`config.mk`:
```
export PLATFORM = sky130hd
export DESIGN_NAME = cms_top
export DESIGN_NICKNAME = d
export VERILOG_FILES = /design/src/cms_pkg.sv /design/src/cms_clkdiv.sv /design/src/cms_top.sv
export SDC_FILE = /design/constraint.sdc
export NUM_CORES = 1
export LEC_CHECK = 0
export ABC_AREA = 1
export BUFFER_PORTS_ARGS = -buffer_cell sky130_fd_sc_hd__buf_2
export CAP_MARGIN = 10
export CORE_MARGIN = 2
export CORE_UTILIZATION = 51
export CTS_CLUSTER_SIZE = 28
export DETAILED_ROUTE_END_ITERATION = 10
export GPL_TIMING_DRIVEN = 0
export PLACE_DENSITY = 0.74
export SYNTH_ARGS = -nofsm -noshare
export SYNTH_HDL_FRONTEND = slang
export SYNTH_SLANG_ARGS = --single-unit
```
`constraint.sdc`:
```
create_clock -name clk -period 1.6 [get_ports clk]
set_input_delay 0.48 -clock clk [delete_from_list [all_inputs] [get_ports clk]]
set_output_delay 0.48 -clock clk [all_outputs]
set_load 0.05 [all_outputs]
```
`src/cms_pkg.sv`:
```
/*
 * Constants, field layout, state codes and delay lookup for the comparator mode sequencer.
 * Assumes a single 200 MHz system clock, with the slow clocks arriving as one-cycle enables.
 */
package cms_pkg;

    localparam int unsigned ADDR_W = 4;
    localparam int unsigned DATA_W = 16;

    localparam logic [ADDR_W-1:0] CTRL_OFS = 4'h0;
    localparam logic [ADDR_W-1:0] MODE_OFS = 4'h2;

    localparam int unsigned EN_BIT   = 0;
    localparam int unsigned RES_BIT  = 1;
    localparam int unsigned VLD_BIT  = 2;
    localparam int unsigned IRQ_LSB  = 0;
    localparam int unsigned MD_LSB   = 4;
    localparam int unsigned SM_LSB   = 8;
    localparam int unsigned CK_BIT   = 12;

    localparam logic [DATA_W-1:0] MODE_MASK = 16'h1333;
    localparam logic [DATA_W-1:0] MODE_RST  = 16'h0020;
    localparam logic [DATA_W-1:0] ZERO_WORD = 16'h0000;

    localparam logic [1:0] MD_SINGLE  = 2'h0;
    localparam logic [1:0] MD_MONITOR = 2'h1;

    localparam logic [1:0] IRQ_NONE = 2'h0;
    localparam logic [1:0] IRQ_LOW  = 2'h1;
    localparam logic [1:0] IRQ_HIGH = 2'h2;
    localparam logic [1:0] IRQ_BOTH = 2'h3;

    localparam int unsigned LS_DIV     = 2;
    localparam int unsigned OSC_DIV_LO = 64;
    localparam int unsigned OSC_DIV_HI = 128;

    localparam int unsigned CNT_W = 3;
    localparam logic [CNT_W-1:0] RDY_LS     = 3'h2;
    localparam logic [CNT_W-1:0] RDY_LS_SMP = 3'h3;
    localparam logic [CNT_W-1:0] RDY_HS     = 3'h3;
    localparam logic [CNT_W-1:0] RDY_HS_SMP = 3'h4;
    localparam logic [CNT_W-1:0] RDY_HS_SLO = 3'h3;
    localparam logic [CNT_W-1:0] CNT_ONE    = 3'h1;
    localparam logic [CNT_W-1:0] CNT_ZERO   = 3'h0;

    typedef enum logic [3:0] {
        ST_IDLE = 4'h1,
        ST_RDY  = 4'h2,
        ST_RUN  = 4'h4,
        ST_END  = 4'h8
    } cms_state_t;

    // Ready delay in control ticks for each clock and sampling choice.
    function automatic logic [CNT_W-1:0] cms_rdy_ticks(input logic ck, input logic [1:0] sm);
        logic [CNT_W-1:0] r;
        r = RDY_LS;
        if (!ck) begin
            r = sm[0] ? RDY_LS_SMP : RDY_LS;
        end else if (!sm[1]) begin
            r = RDY_HS;
        end else begin
            r = sm[0] ? RDY_HS_SLO : RDY_HS_SMP;
        end
        return r;
    endfunction

    // Sampling is on for the half-rate low clock and both sampled high-speed settings.
    function automatic logic cms_sampled(input logic ck, input logic [1:0] sm);
        return ck ? sm[1] : sm[0];
    endfunction

endpackage

```
`src/cms_clkdiv.sv`:
```
/*
 * Control clock tick generator: half-rate low clock and 1/64, 1/128 high-speed dividers.
 * Assumes the low-speed and oscillator clocks arrive as one-cycle enables on clk.
 */
`timescale 1ns/1ps
module cms_clkdiv
    import cms_pkg::*;
#(
    parameter int unsigned DIV_LO = OSC_DIV_LO,
    parameter int unsigned DIV_HI = OSC_DIV_HI
) (
    input  wire logic       clk,
    input  wire logic       nrst,
    input  wire logic       ls_tick,
    input  wire logic       osc_tick,
    input  wire logic       ck_sel,
    input  wire logic [1:0] sm_sel,
    output logic            ctl_tick
);
    localparam int unsigned LO_W = $clog2(DIV_LO);
    localparam int unsigned HI_W = $clog2(DIV_HI);

    if (DIV_LO < 2 || (1 << LO_W) != DIV_LO || (1 << HI_W) != DIV_HI || DIV_HI <= DIV_LO) begin
        $error("cms_clkdiv: dividers must be powers of two with DIV_HI above DIV_LO");
    end

    logic            half_ff;
    logic [HI_W-1:0] osc_cnt_ff;
    logic            ctl_tick_ff;

    wire logic tick_half = ls_tick & half_ff;
    wire logic tick_lo   = osc_tick & (&osc_cnt_ff[LO_W-1:0]);
    wire logic tick_hi   = osc_tick & (&osc_cnt_ff);

    wire logic nxt_tick  = !ck_sel ? (sm_sel[0] ? tick_half : ls_tick)
                                   : ((sm_sel == 2'h3) ? tick_hi : tick_lo);

    always_ff @(posedge clk or negedge nrst) begin
        if (!nrst) begin
            half_ff     <= 1'b0;
            osc_cnt_ff  <= '0;
            ctl_tick_ff <= 1'b0;
        end else begin
            if (ls_tick) begin
                half_ff <= ~half_ff;
            end
            if (osc_tick) begin
                osc_cnt_ff <= osc_cnt_ff + 1'b1;
            end
            ctl_tick_ff <= nxt_tick;
        end
    end

    assign ctl_tick = ctl_tick_ff;

endmodule

```
`src/cms_top.sv`:
```
/*
 * Comparator mode sequencer: supervisor, single and single monitor modes with register port.
 * Assumes inputs synchronous to clk except the raw comparator output, which is synchronised.
 */
// The implementer's own choices: the register addresses and strobed register access.
`timescale 1ns/1ps
module cms_top
    import cms_pkg::*;
(
    input  wire logic              clk,
    input  wire logic              nrst,
    input  wire logic [ADDR_W-1:0] addr,
    input  wire logic [DATA_W-1:0] wdata,
    input  wire logic              wr,
    input  wire logic              rd,
    output logic      [DATA_W-1:0] rdata,
    input  wire logic              low_speed_clock,
    input  wire logic              high_speed_osc_clock,
    input  wire logic              raw_comparator_output,
    output logic                   compare_interrupt,
    output logic                   trigger_output
);
    logic              sync1_ff;
    logic              sync2_ff;
    logic [DATA_W-1:0] mode_ff;
    logic              en_ff;
    logic              res_ff;
    logic              vld_ff;
    logic [CNT_W-1:0]  cnt_ff;
    cms_state_t        state_ff;
    logic [DATA_W-1:0] rdata_ff;
    logic              irq_ff;
    logic              tgo_ff;
    logic              ctl_tick;

    cms_state_t        nxt_state;
    logic              nxt_en;
    logic              nxt_res;
    logic              nxt_vld;
    logic [CNT_W-1:0]  nxt_cnt;
    logic              nxt_irq;

    wire logic [1:0] irq_code = mode_ff[IRQ_LSB +: 2];
    wire logic [1:0] md       = mode_ff[MD_LSB +: 2];
    wire logic [1:0] sm       = mode_ff[SM_LSB +: 2];
    wire logic       ck       = mode_ff[CK_BIT];

    wire logic is_sup     = md[1];
    wire logic is_single  = (md == MD_SINGLE);
    wire logic is_monitor = (md == MD_MONITOR);

    wire logic wr_ctrl = wr & (addr == CTRL_OFS);
    wire logic wr_mode = wr & (addr == MODE_OFS);
    wire logic busy    = (state_ff != ST_IDLE);

    wire logic [CNT_W-1:0] rdy_n = cms_rdy_ticks(ck, sm);
    // Sampled settings update only on ticks.
    wire logic sample_en = cms_sampled(ck, sm) ? ctl_tick : 1'b1;

    wire logic reach_rdy = (state_ff == ST_RDY) & ctl_tick & (cnt_ff == rdy_n - CNT_ONE);
    // End delay one tick after ready.
    wire logic reach_end = (state_ff == ST_END) & ctl_tick;

    // A software set in the same cycle as the hardware clear restarts the measurement.
    wire logic start = wr_ctrl & wdata[EN_BIT] & (~busy | reach_end);
    wire logic abort = wr_ctrl & ~wdata[EN_BIT] & busy;

    wire logic res_chg = (sync2_ff != res_ff);

    // Start condition for the selected supervisor code.
    wire logic sup_start_hit = ((irq_code == IRQ_LOW) & ~sync2_ff)
                             | ((irq_code == IRQ_HIGH) & sync2_ff)
                             | ((irq_code == IRQ_BOTH) & sync2_ff);
    // Change condition for the selected supervisor code.
    wire logic sup_chg_hit = res_chg
                           & (((irq_code == IRQ_LOW) & ~sync2_ff)
                           | ((irq_code == IRQ_HIGH) & sync2_ff)
                           | (irq_code == IRQ_BOTH));
    // Single mode match on upper code bit.
    wire logic single_hit = (sync2_ff == irq_code[1]);

    wire logic tgo_pol = (irq_code == IRQ_LOW);
    wire logic nxt_tgo = is_sup & nxt_vld & (nxt_state == ST_RUN) & (nxt_res ^ tgo_pol);

    cms_clkdiv #(
        .DIV_LO(OSC_DIV_LO),
        .DIV_HI(OSC_DIV_HI)
    ) u_clkdiv (
        .clk     (clk),
        .nrst    (nrst),
        .ls_tick (low_speed_clock),
        .osc_tick(high_speed_osc_clock),
        .ck_sel  (ck),
        .sm_sel  (sm),
        .ctl_tick(ctl_tick)
    );

    always_comb begin
        nxt_state = state_ff;
        nxt_en    = en_ff;
        nxt_res   = res_ff;
        nxt_vld   = vld_ff;
        nxt_cnt   = cnt_ff;
        nxt_irq   = 1'b0;
        unique case (state_ff)
            ST_IDLE: begin
                nxt_cnt = CNT_ZERO;
            end
            ST_RDY: begin
                if (ctl_tick) begin
                    nxt_cnt = cnt_ff + CNT_ONE;
                end
                // Valid and result load at ready.
                if (reach_rdy) begin
                    nxt_vld = 1'b1;
                    nxt_res = sync2_ff;
                    if (is_sup) begin
                        nxt_state = ST_RUN;
                        nxt_irq   = sup_start_hit;
                    end else begin
                        nxt_state = ST_END;
                        nxt_irq   = is_single & single_hit;
                    end
                end
            end
            ST_RUN: begin
                if (sample_en) begin
                    nxt_res = sync2_ff;
                    nxt_irq = sup_chg_hit;
                end
            end
            ST_END: begin
                if (reach_end) begin
                    nxt_en    = 1'b0;
                    nxt_state = ST_IDLE;
                    nxt_irq   = is_monitor;
                end
            end
            default: begin
                nxt_state = ST_IDLE;
                nxt_en    = 1'b0;
            end
        endcase
        if (abort) begin
            nxt_en    = 1'b0;
            nxt_state = ST_IDLE;
            nxt_irq   = is_monitor;
        end
        if (start) begin
            nxt_en    = 1'b1;
            nxt_vld   = 1'b0;
            nxt_cnt   = CNT_ZERO;
            nxt_state = ST_RDY;
            nxt_irq   = 1'b0;
        end
        if (is_monitor & busy & ~reach_end & ~abort) begin
            nxt_irq = 1'b0;
        end
    end

    wire logic [DATA_W-1:0] ctrl_word = {{(DATA_W-3){1'b0}}, vld_ff, res_ff, en_ff};
    wire logic [DATA_W-1:0] rd_word   = (addr == CTRL_OFS) ? ctrl_word
                                      : (addr == MODE_OFS) ? (mode_ff & MODE_MASK)
                                      : ZERO_WORD;

    always_ff @(posedge clk or negedge nrst) begin
        if (!nrst) begin
            sync1_ff <= 1'b0;
            sync2_ff <= 1'b0;
        end else begin
            sync1_ff <= raw_comparator_output;
            sync2_ff <= sync1_ff;
        end
    end

    // Mode writes are refused while a measurement runs.
    always_ff @(posedge clk or negedge nrst) begin
        if (!nrst) begin
            mode_ff <= MODE_RST;
        end else if (wr_mode & ~en_ff) begin
            mode_ff <= wdata & MODE_MASK;
        end
    end

    always_ff @(posedge clk or negedge nrst) begin
        if (!nrst) begin
            state_ff <= ST_IDLE;
            en_ff    <= 1'b0;
            res_ff   <= 1'b0;
            vld_ff   <= 1'b0;
            cnt_ff   <= CNT_ZERO;
            irq_ff   <= 1'b0;
            tgo_ff   <= 1'b0;
        end else begin
            state_ff <= nxt_state;
            en_ff    <= nxt_en;
            res_ff   <= nxt_res;
            vld_ff   <= nxt_vld;
            cnt_ff   <= nxt_cnt;
            irq_ff   <= nxt_irq;
            tgo_ff   <= nxt_tgo;
        end
    end

    always_ff @(posedge clk or negedge nrst) begin
        if (!nrst) begin
            rdata_ff <= ZERO_WORD;
        end else begin
            rdata_ff <= rd ? rd_word : ZERO_WORD;
        end
    end

    assign rdata             = rdata_ff;
    assign compare_interrupt = irq_ff;
    assign trigger_output    = tgo_ff;

endmodule

```
==> run summary, run 1 <==
status -> finished clean
share of cells above drive strength 1 -> 26.6%
Die Ht -> 64.1 um
row count -> 21
flops & latches, synth -> 38
Max stage delay on crit path -> 350 ps
Worst Skew -> 14.6 ps
clock root buffer master -> clkbuf_4
Crit. Startpoint -> rdata[4]
r2r setup slk -> 180 ps
CTS tree -> built
Slew @ Worst Pin -> 792 ps
IO buf count -> 27
cell family with the largest share of critical-path delay -> flip-flops
FF+latch area -> 953 um^2
Final setup viols -> 0
critical-path cell list -> buf_2
post-route DRC violation count -> 0
core area -> 3420 um^2
sequential area share after synthesis -> 51.7%
placed cells -> 294
Fmax -> 696 MHz
final core utilization -> 62.4%
Area Overhead vs Synth -> 15.7%
maximum VDD drop -> 0.622 mV
Pleak -> 1.13 nW
pre-CTS setup slack -> -21.8 ps
launching point of the worst reg2reg path -> state_ff[1]
post-DP HPWL -> 2570 um
1st-iter DRT viols -> 36
Worst-Skew Late Latency -> 340 ps
via count -> 1455
grt ovf -> 0
initial antenna violation count -> 0
Die ar. -> 4110 um^2
drt pass-1 iters -> 4
CTS max path bufs -> 2
Cell Count, Final, Fillers Out -> 302
max-cap violations -> 0
crit-path max FO -> 1
# nets final -> 284
hold slack -> 208 ps
Worst Reg2Reg Path Length in Cells -> 8
Synth Cell Area -> 1840 um^2
Req. time, crit path -> 1120 ps
worst setup path end -> rdata[4]
Final Routed Wirelength -> 3270 um
reg2reg end -> trigger_output
fillcell total -> 312
Cell variety after synth -> 30
number of I/O pins -> 45
CTS buffer count -> 5
die width -> 64.1 um
crit path DAT -> 960 ps
vias in the first global route -> 1376
critical path class -> flop to primary output
post-route minimum period -> 1440 ps
CP endpoint kind -> primary output
Syn Inst Count -> 214
RePlAce Congestion -> 0.846
Pwr Density -> 1020 nW/um^2
CTS H-tree depth -> 2
Starting Density -> 54.0%
Routed Antenna Nets -> 0
Hold Crit Class -> input pin to async pin
count of final max-slew check failures -> 0
vias per cell -> 4.82
largest net degree at the start of global routing -> 39
WP buf/inv -> 1
slew margin rel. -> 47.2%
gr usage total -> 18.6%
Routed WL per cell -> 10.8 um
Critical-path top delay cell -> dfrtp_1
CP startpoint kind -> flop
CP Depth -> 1
clock sinks -> 38
Synth Warn # -> 0
antenna cells -> 0
RSZ-0062 raised after global routing -> no
Avg Cell Area, Syn -> 8.61 um^2
final hold vios -> 0
CTS Hold Bufs -> 0
Worst-path clk slew -> 110 ps
total power -> 2.18 mW
first-pass GRT wire length -> 5820 um
Final period util -> 89.8%
Final WS setup -> 164 ps
multi-input logic area -> 741 um^2
==> where the power goes <==
part | internal, mW | switching (mW)
Sequential | 1.11 | 0.105
Clock | 0.213 | 0.290
Combinational | 0.170 | 0.290
==> synthesized netlist by cell type <==
library cell	count	area, um^2
inv_2	3	11.3
nand2_2	4	25.0
nor2_4	2	22.5
xnor2_1	2	17.5
a41oi_1	1	8.76
o21ai_0	11	55.1
buf_2	1	5.00
nand4_1	3	18.8
nand3_1	9	45.0
nand3b_1	1	7.51
a21oi_2	1	8.76
o21ai_1	2	10.0
nand2_1	33	124
nor3_1	9	45.0
xor2_1	4	35.0
nor2_2	6	37.5
o21ai_2	1	8.76
dfrtp_1	36	901
inv_1	29	109
nor2_1	26	97.6
nand3_2	1	10.0
a221oi_1	2	17.5
o311ai_0	1	8.76
a21oi_1	9	45.0
o31ai_1	2	15.0
buf_4	8	60.1
conb_1	1	3.75
dfstp_2	2	52.6
or2_2	2	12.5
ha_1	2	25.0
==> repair_timing <==
item / in CTS / in global routing
gates resized for setup: 0 / 3
setup endpoints to repair: 0 / 2
setup buffers: 0 / 0
==> kinds of logic (layout without fill, tap and decap cells) <==
family                   after synthesis  after routing  share of synthesized area [%]
AO/OA/AOI/OAI                         30             30                           9.64
buffers and inverters                 41             76                           10.0
XOR/XNOR                               6              6                           2.85
adder cells (fa/ha/maj)                2              2                           1.36
AND/OR/NAND/NOR                       96             96                           24.2
flip-flops                            38             38                           51.7
other                                  1              8                          0.203
==> layout make-up <==
type / instances / share of cell area, %
clock buffer: 7 / 2.58
timing repair buffer: 27 / 6.34
multi-input combinational: 142 / 34.7
tap: 46 / 2.70
buffer: 9 / 3.05
inverter: 32 / 5.63
clock inverter: 1 / 0.235
sequential: 38 / 44.7
==> cell usage in the layout (no fill, tap or decap), drive strengths merged, types with 7 or more instances in the layout <==
master	n
conb	8
inv	32
nor3	9
nand3	10
a21oi	10
dfrtp	36
clkbuf	7
nand2	37
o21ai	14
buf	36
nor2	34
==> sequential cells by signal, summed over array words and instances, names as in the netlist <==
name and flops:
trigger_output 1, res_ff 1, sync1_ff 1, u_clkdiv.osc_cnt_ff 7, u_clkdiv.half_ff 1, mode_ff 7
rdata 8, state_ff 4, compare_interrupt 1, en_ff 1, vld_ff 1, cnt_ff 3
sync2_ff 1, u_clkdiv.ctl_tick 1
==> worst min-delay path by stage <==
| stage | start | end | slack (ps) | depth (start not counted) |
|---|---|---|---|---|
| after global placement | sync1_ff | sync2_ff | 330 | 0 |
| final | nrst | u_clkdiv.ctl_tick | 210 | 1 |
| after global routing | raw_comparator_output | sync1_ff | 210 | 1 |
| after floorplan | nrst | cnt_ff[0] | 180 | 0 |
| after detailed placement | sync1_ff | sync2_ff | 330 | 0 |
| after CTS | raw_comparator_output | sync1_ff | 220 | 1 |
==> metrics by stage <==
stage	cell area [um^2]	TNS, ps
floorplan	1870	0
global placement	2060	-15.8
detailed placement	2060	-33.7
CTS	2120	0
global route	2130	0
finish	2130	0
==> metal layers <==
metal,global-route usage [%],part of all wire (%),routed length (um)
met1,23.9,46,1520
met2,28.8,45,1470
met3,5.11,5.7,186
met4,9.84,3.0,98
met5,0,0,0
No activity file was read; power rests on OpenSTA's default activity.
==> inputs of run 2 (changes only) <==
CELL_PAD_IN_SITES_DETAIL_PLACEMENT = 0   (was unset)
CELL_PAD_IN_SITES_GLOBAL_PLACEMENT = 1   (was unset)
CORE_UTILIZATION = 39   (was 51)
MAX_ROUTING_LAYER = met4   (was unset)
PLACE_DENSITY = 0.76   (was 0.74)
==> run 2 against run 1 <==
  * Maximum frequency fell by 2.0%
  * Clock skew fell by 5.5 ps
  * Sequential power barely moved
  * Count of clock-buffer cells in the layout fell by 1
  * Die area rose by 29%
  * Largest cell class unchanged
==> run summary, run 2 (synthesis gave the netlist of run 1 again) <==
status -> finished clean (unchanged)
Sw Share -> 30.7% (was 31.4%)
Hold Crit Class -> input pin to async pin (unchanged)
vias per cell -> 4.65 (was 4.82)
first-pass GRT wire length -> 6090 um (was 5820 um)
clock sinks -> 38 (unchanged)
Sw Pwr -> 724 uW (was 685 uW)
Pwr Density -> 1080 nW/um^2 (was 1020 nW/um^2)
Final period util -> 91.6% (was 89.8%)
pre-CTS setup slack -> -45.9 ps (was -21.8 ps)
maximum VDD drop -> 0.571 mV (was 0.622 mV)
hold slack -> 274 ps (was 208 ps)
Cell Count, Final, Fillers Out -> 311 (was 302)
Worst-path clk slew -> 70 ps (was 110 ps)
total power -> 2.35 mW (was 2.18 mW)
die width -> 72.7 um (was 64.1 um)
FF+latch area -> 953 um^2 (unchanged)
most common cell after layout, fill and taps aside -> dfrtp_1 (unchanged)
Pleak -> 1.14 nW (was 1.13 nW)
Die Ht -> 72.7 um (was 64.1 um)
drt pass-1 iters -> 4 (unchanged)
number of I/O pins -> 45 (unchanged)
final hold vios -> 0 (unchanged)
Starting Density -> 39.8% (was 54.0%)
Crit. Startpoint -> state_ff[0] (was rdata[4])
crit path DAT -> 1650 ps (was 960 ps)
met2 usage -> 23.5% (was 28.8%)
CP startpoint kind -> flop (unchanged)
clock power share -> 28.9% (was 23.1%)
max reg flops -> 8 (unchanged)
placed cells -> 302 (was 294)
combinational fraction of design power -> 19.1% (was 21.1%)
CTS max path bufs -> 2 (unchanged)
Fmax -> 682 MHz (was 696 MHz)
antenna cells -> 0 (unchanged)
Area Overhead vs Synth -> 18.4% (was 15.7%)
Routed WL per cell -> 11.5 um (was 10.8 um)
post-DP HPWL -> 2700 um (was 2570 um)
GR Layer Usage met1 -> 20.2% (was 23.9%)
Seq pwr share -> 52.0% (was 55.9%)
initial antenna violation count -> 0 (unchanged)
met3 Use GR -> 3.04% (was 5.11%)
grt ovf -> 0 (unchanged)
# nets final -> 285 (was 284)
Worst Reg2Reg Path Length in Cells -> 8 (unchanged)
multi-input logic area -> 738 um^2 (was 741 um^2)
row count -> 25 (was 21)
Worst Skew -> 9.13 ps (was 14.6 ps)
CTS buffer count -> 5 (unchanged)
Req. time, crit path -> 1780 ps (was 1120 ps)
post-route minimum period -> 1470 ps (was 1440 ps)
RePlAce Congestion -> 0.777 (was 0.846)
setup TNS -> 0 ps (unchanged)
CTS H-tree depth -> 2 (unchanged)
post-route DRC violation count -> 0 (unchanged)
GR peak layer -> met2 (unchanged)
largest net degree at the start of global routing -> 39 (unchanged)
count of final max-slew check failures -> 0 (unchanged)
IO buf count -> 27 (unchanged)
Final Routed Wirelength -> 3570 um (was 3270 um)
slew margin rel. -> 46.4% (was 47.2%)
share of cells above drive strength 1 -> 27.2% (was 26.6%)
fillcell total -> 478 (was 312)
crit-path max FO -> 4 (was 1)
1st-iter DRT viols -> 59 (was 36)
CP endpoint kind -> flop (was primary output)
clock root buffer master -> clkbuf_8 (was clkbuf_4)
Final WS setup -> 134 ps (was 164 ps)
Die ar. -> 5290 um^2 (was 4110 um^2)
Routed Antenna Nets -> 0 (unchanged)
core area -> 4630 um^2 (was 3420 um^2)
CTS tree -> built (unchanged)
via count -> 1446 (was 1455)
gr usage total -> 15.3% (was 18.6%)
Int Pwr -> 1.63 mW (was 1.50 mW)
critical path class -> flop to flop (was flop to primary output)
CTS Hold Bufs -> 0 (unchanged)
Final setup viols -> 0 (unchanged)
vias in the first global route -> 1375 (was 1376)
Worst-Skew Late Latency -> 290 ps (was 340 ps)
Slew @ Worst Pin -> 804 ps (was 792 ps)
most frequent cells in the layout -> dfrtp_1, nand2_1, inv_1 (unchanged)
launching point of the worst reg2reg path -> state_ff[0] (was state_ff[1])
max-cap violations -> 0 (unchanged)
## run 2: cell types whose count changed in the layout (fill, tap and decap cells not counted), sizes merged
cell / change
clkbuf: -1
clkinvlp: +1
buf: +1
## run 2: repair_timing
action	in CTS	in global routing
gates resized for setup	0	3
setup endpoints to repair	0	3
buffers inserted	0	1
## run 2: path summary, 6_finish.rpt
kind	endpoint	slack (ps)
setup / recovery	compare_interrupt	130
hold / removal	u_clkdiv.half_ff	270
setup reg to reg	compare_interrupt	130
hold reg to reg	sync2_ff	350
max in group asynchronous	state_ff[1]	810
min in group clk	sync1_ff	300
## run 2: final cells by class
class,instances,area share [%]
Multi-Input combinational cell,142,33.8
Sequential cell,38,43.7
Tap cell,54,3.10
Clock inverter,2,0.573
Buffer,9,2.98
Inverter,32,5.50
Clock buffer,6,3.78
Timing Repair Buffer,28,6.54
## run 2: power by group through the flow
stage	clock network [mW]	registers (mW)	logic [mW]
global placement	0	1.24	0.446
finish	0.679	1.22	0.450
detailed placement	0	1.25	0.453
CTS	0.697	1.23	0.455
floorplan	0	1.23	0.330
global route	0.738	1.25	0.522
## run 2: routing by layer
metal	vias to the layer above	part of all wire (%)	routed length [um]
met1	663	49	1760
met4	0	1.7	59
met3	5	3.9	140
met2	31	45	1610
met5	-	0	0
li1	747	-	-
## run 2: through the flow
stage	area, um^2	utilization (%)
after floorplan	1870	-
after global placement	2070	44.8
after detailed placement	2070	44.8
after CTS	2170	46.8
after global routing	2180	47.1
final	2180	47.1
## run 2: worst max-delay path, cell delays in order, from the launching register on
cell	delay, ps
dfstp_2	560
nor2_2	50
nand3b_1	180
o21ai_2	120
buf_4	140
nor3_1	150
nor2_1	70
nand2_1	60
inv_1	40
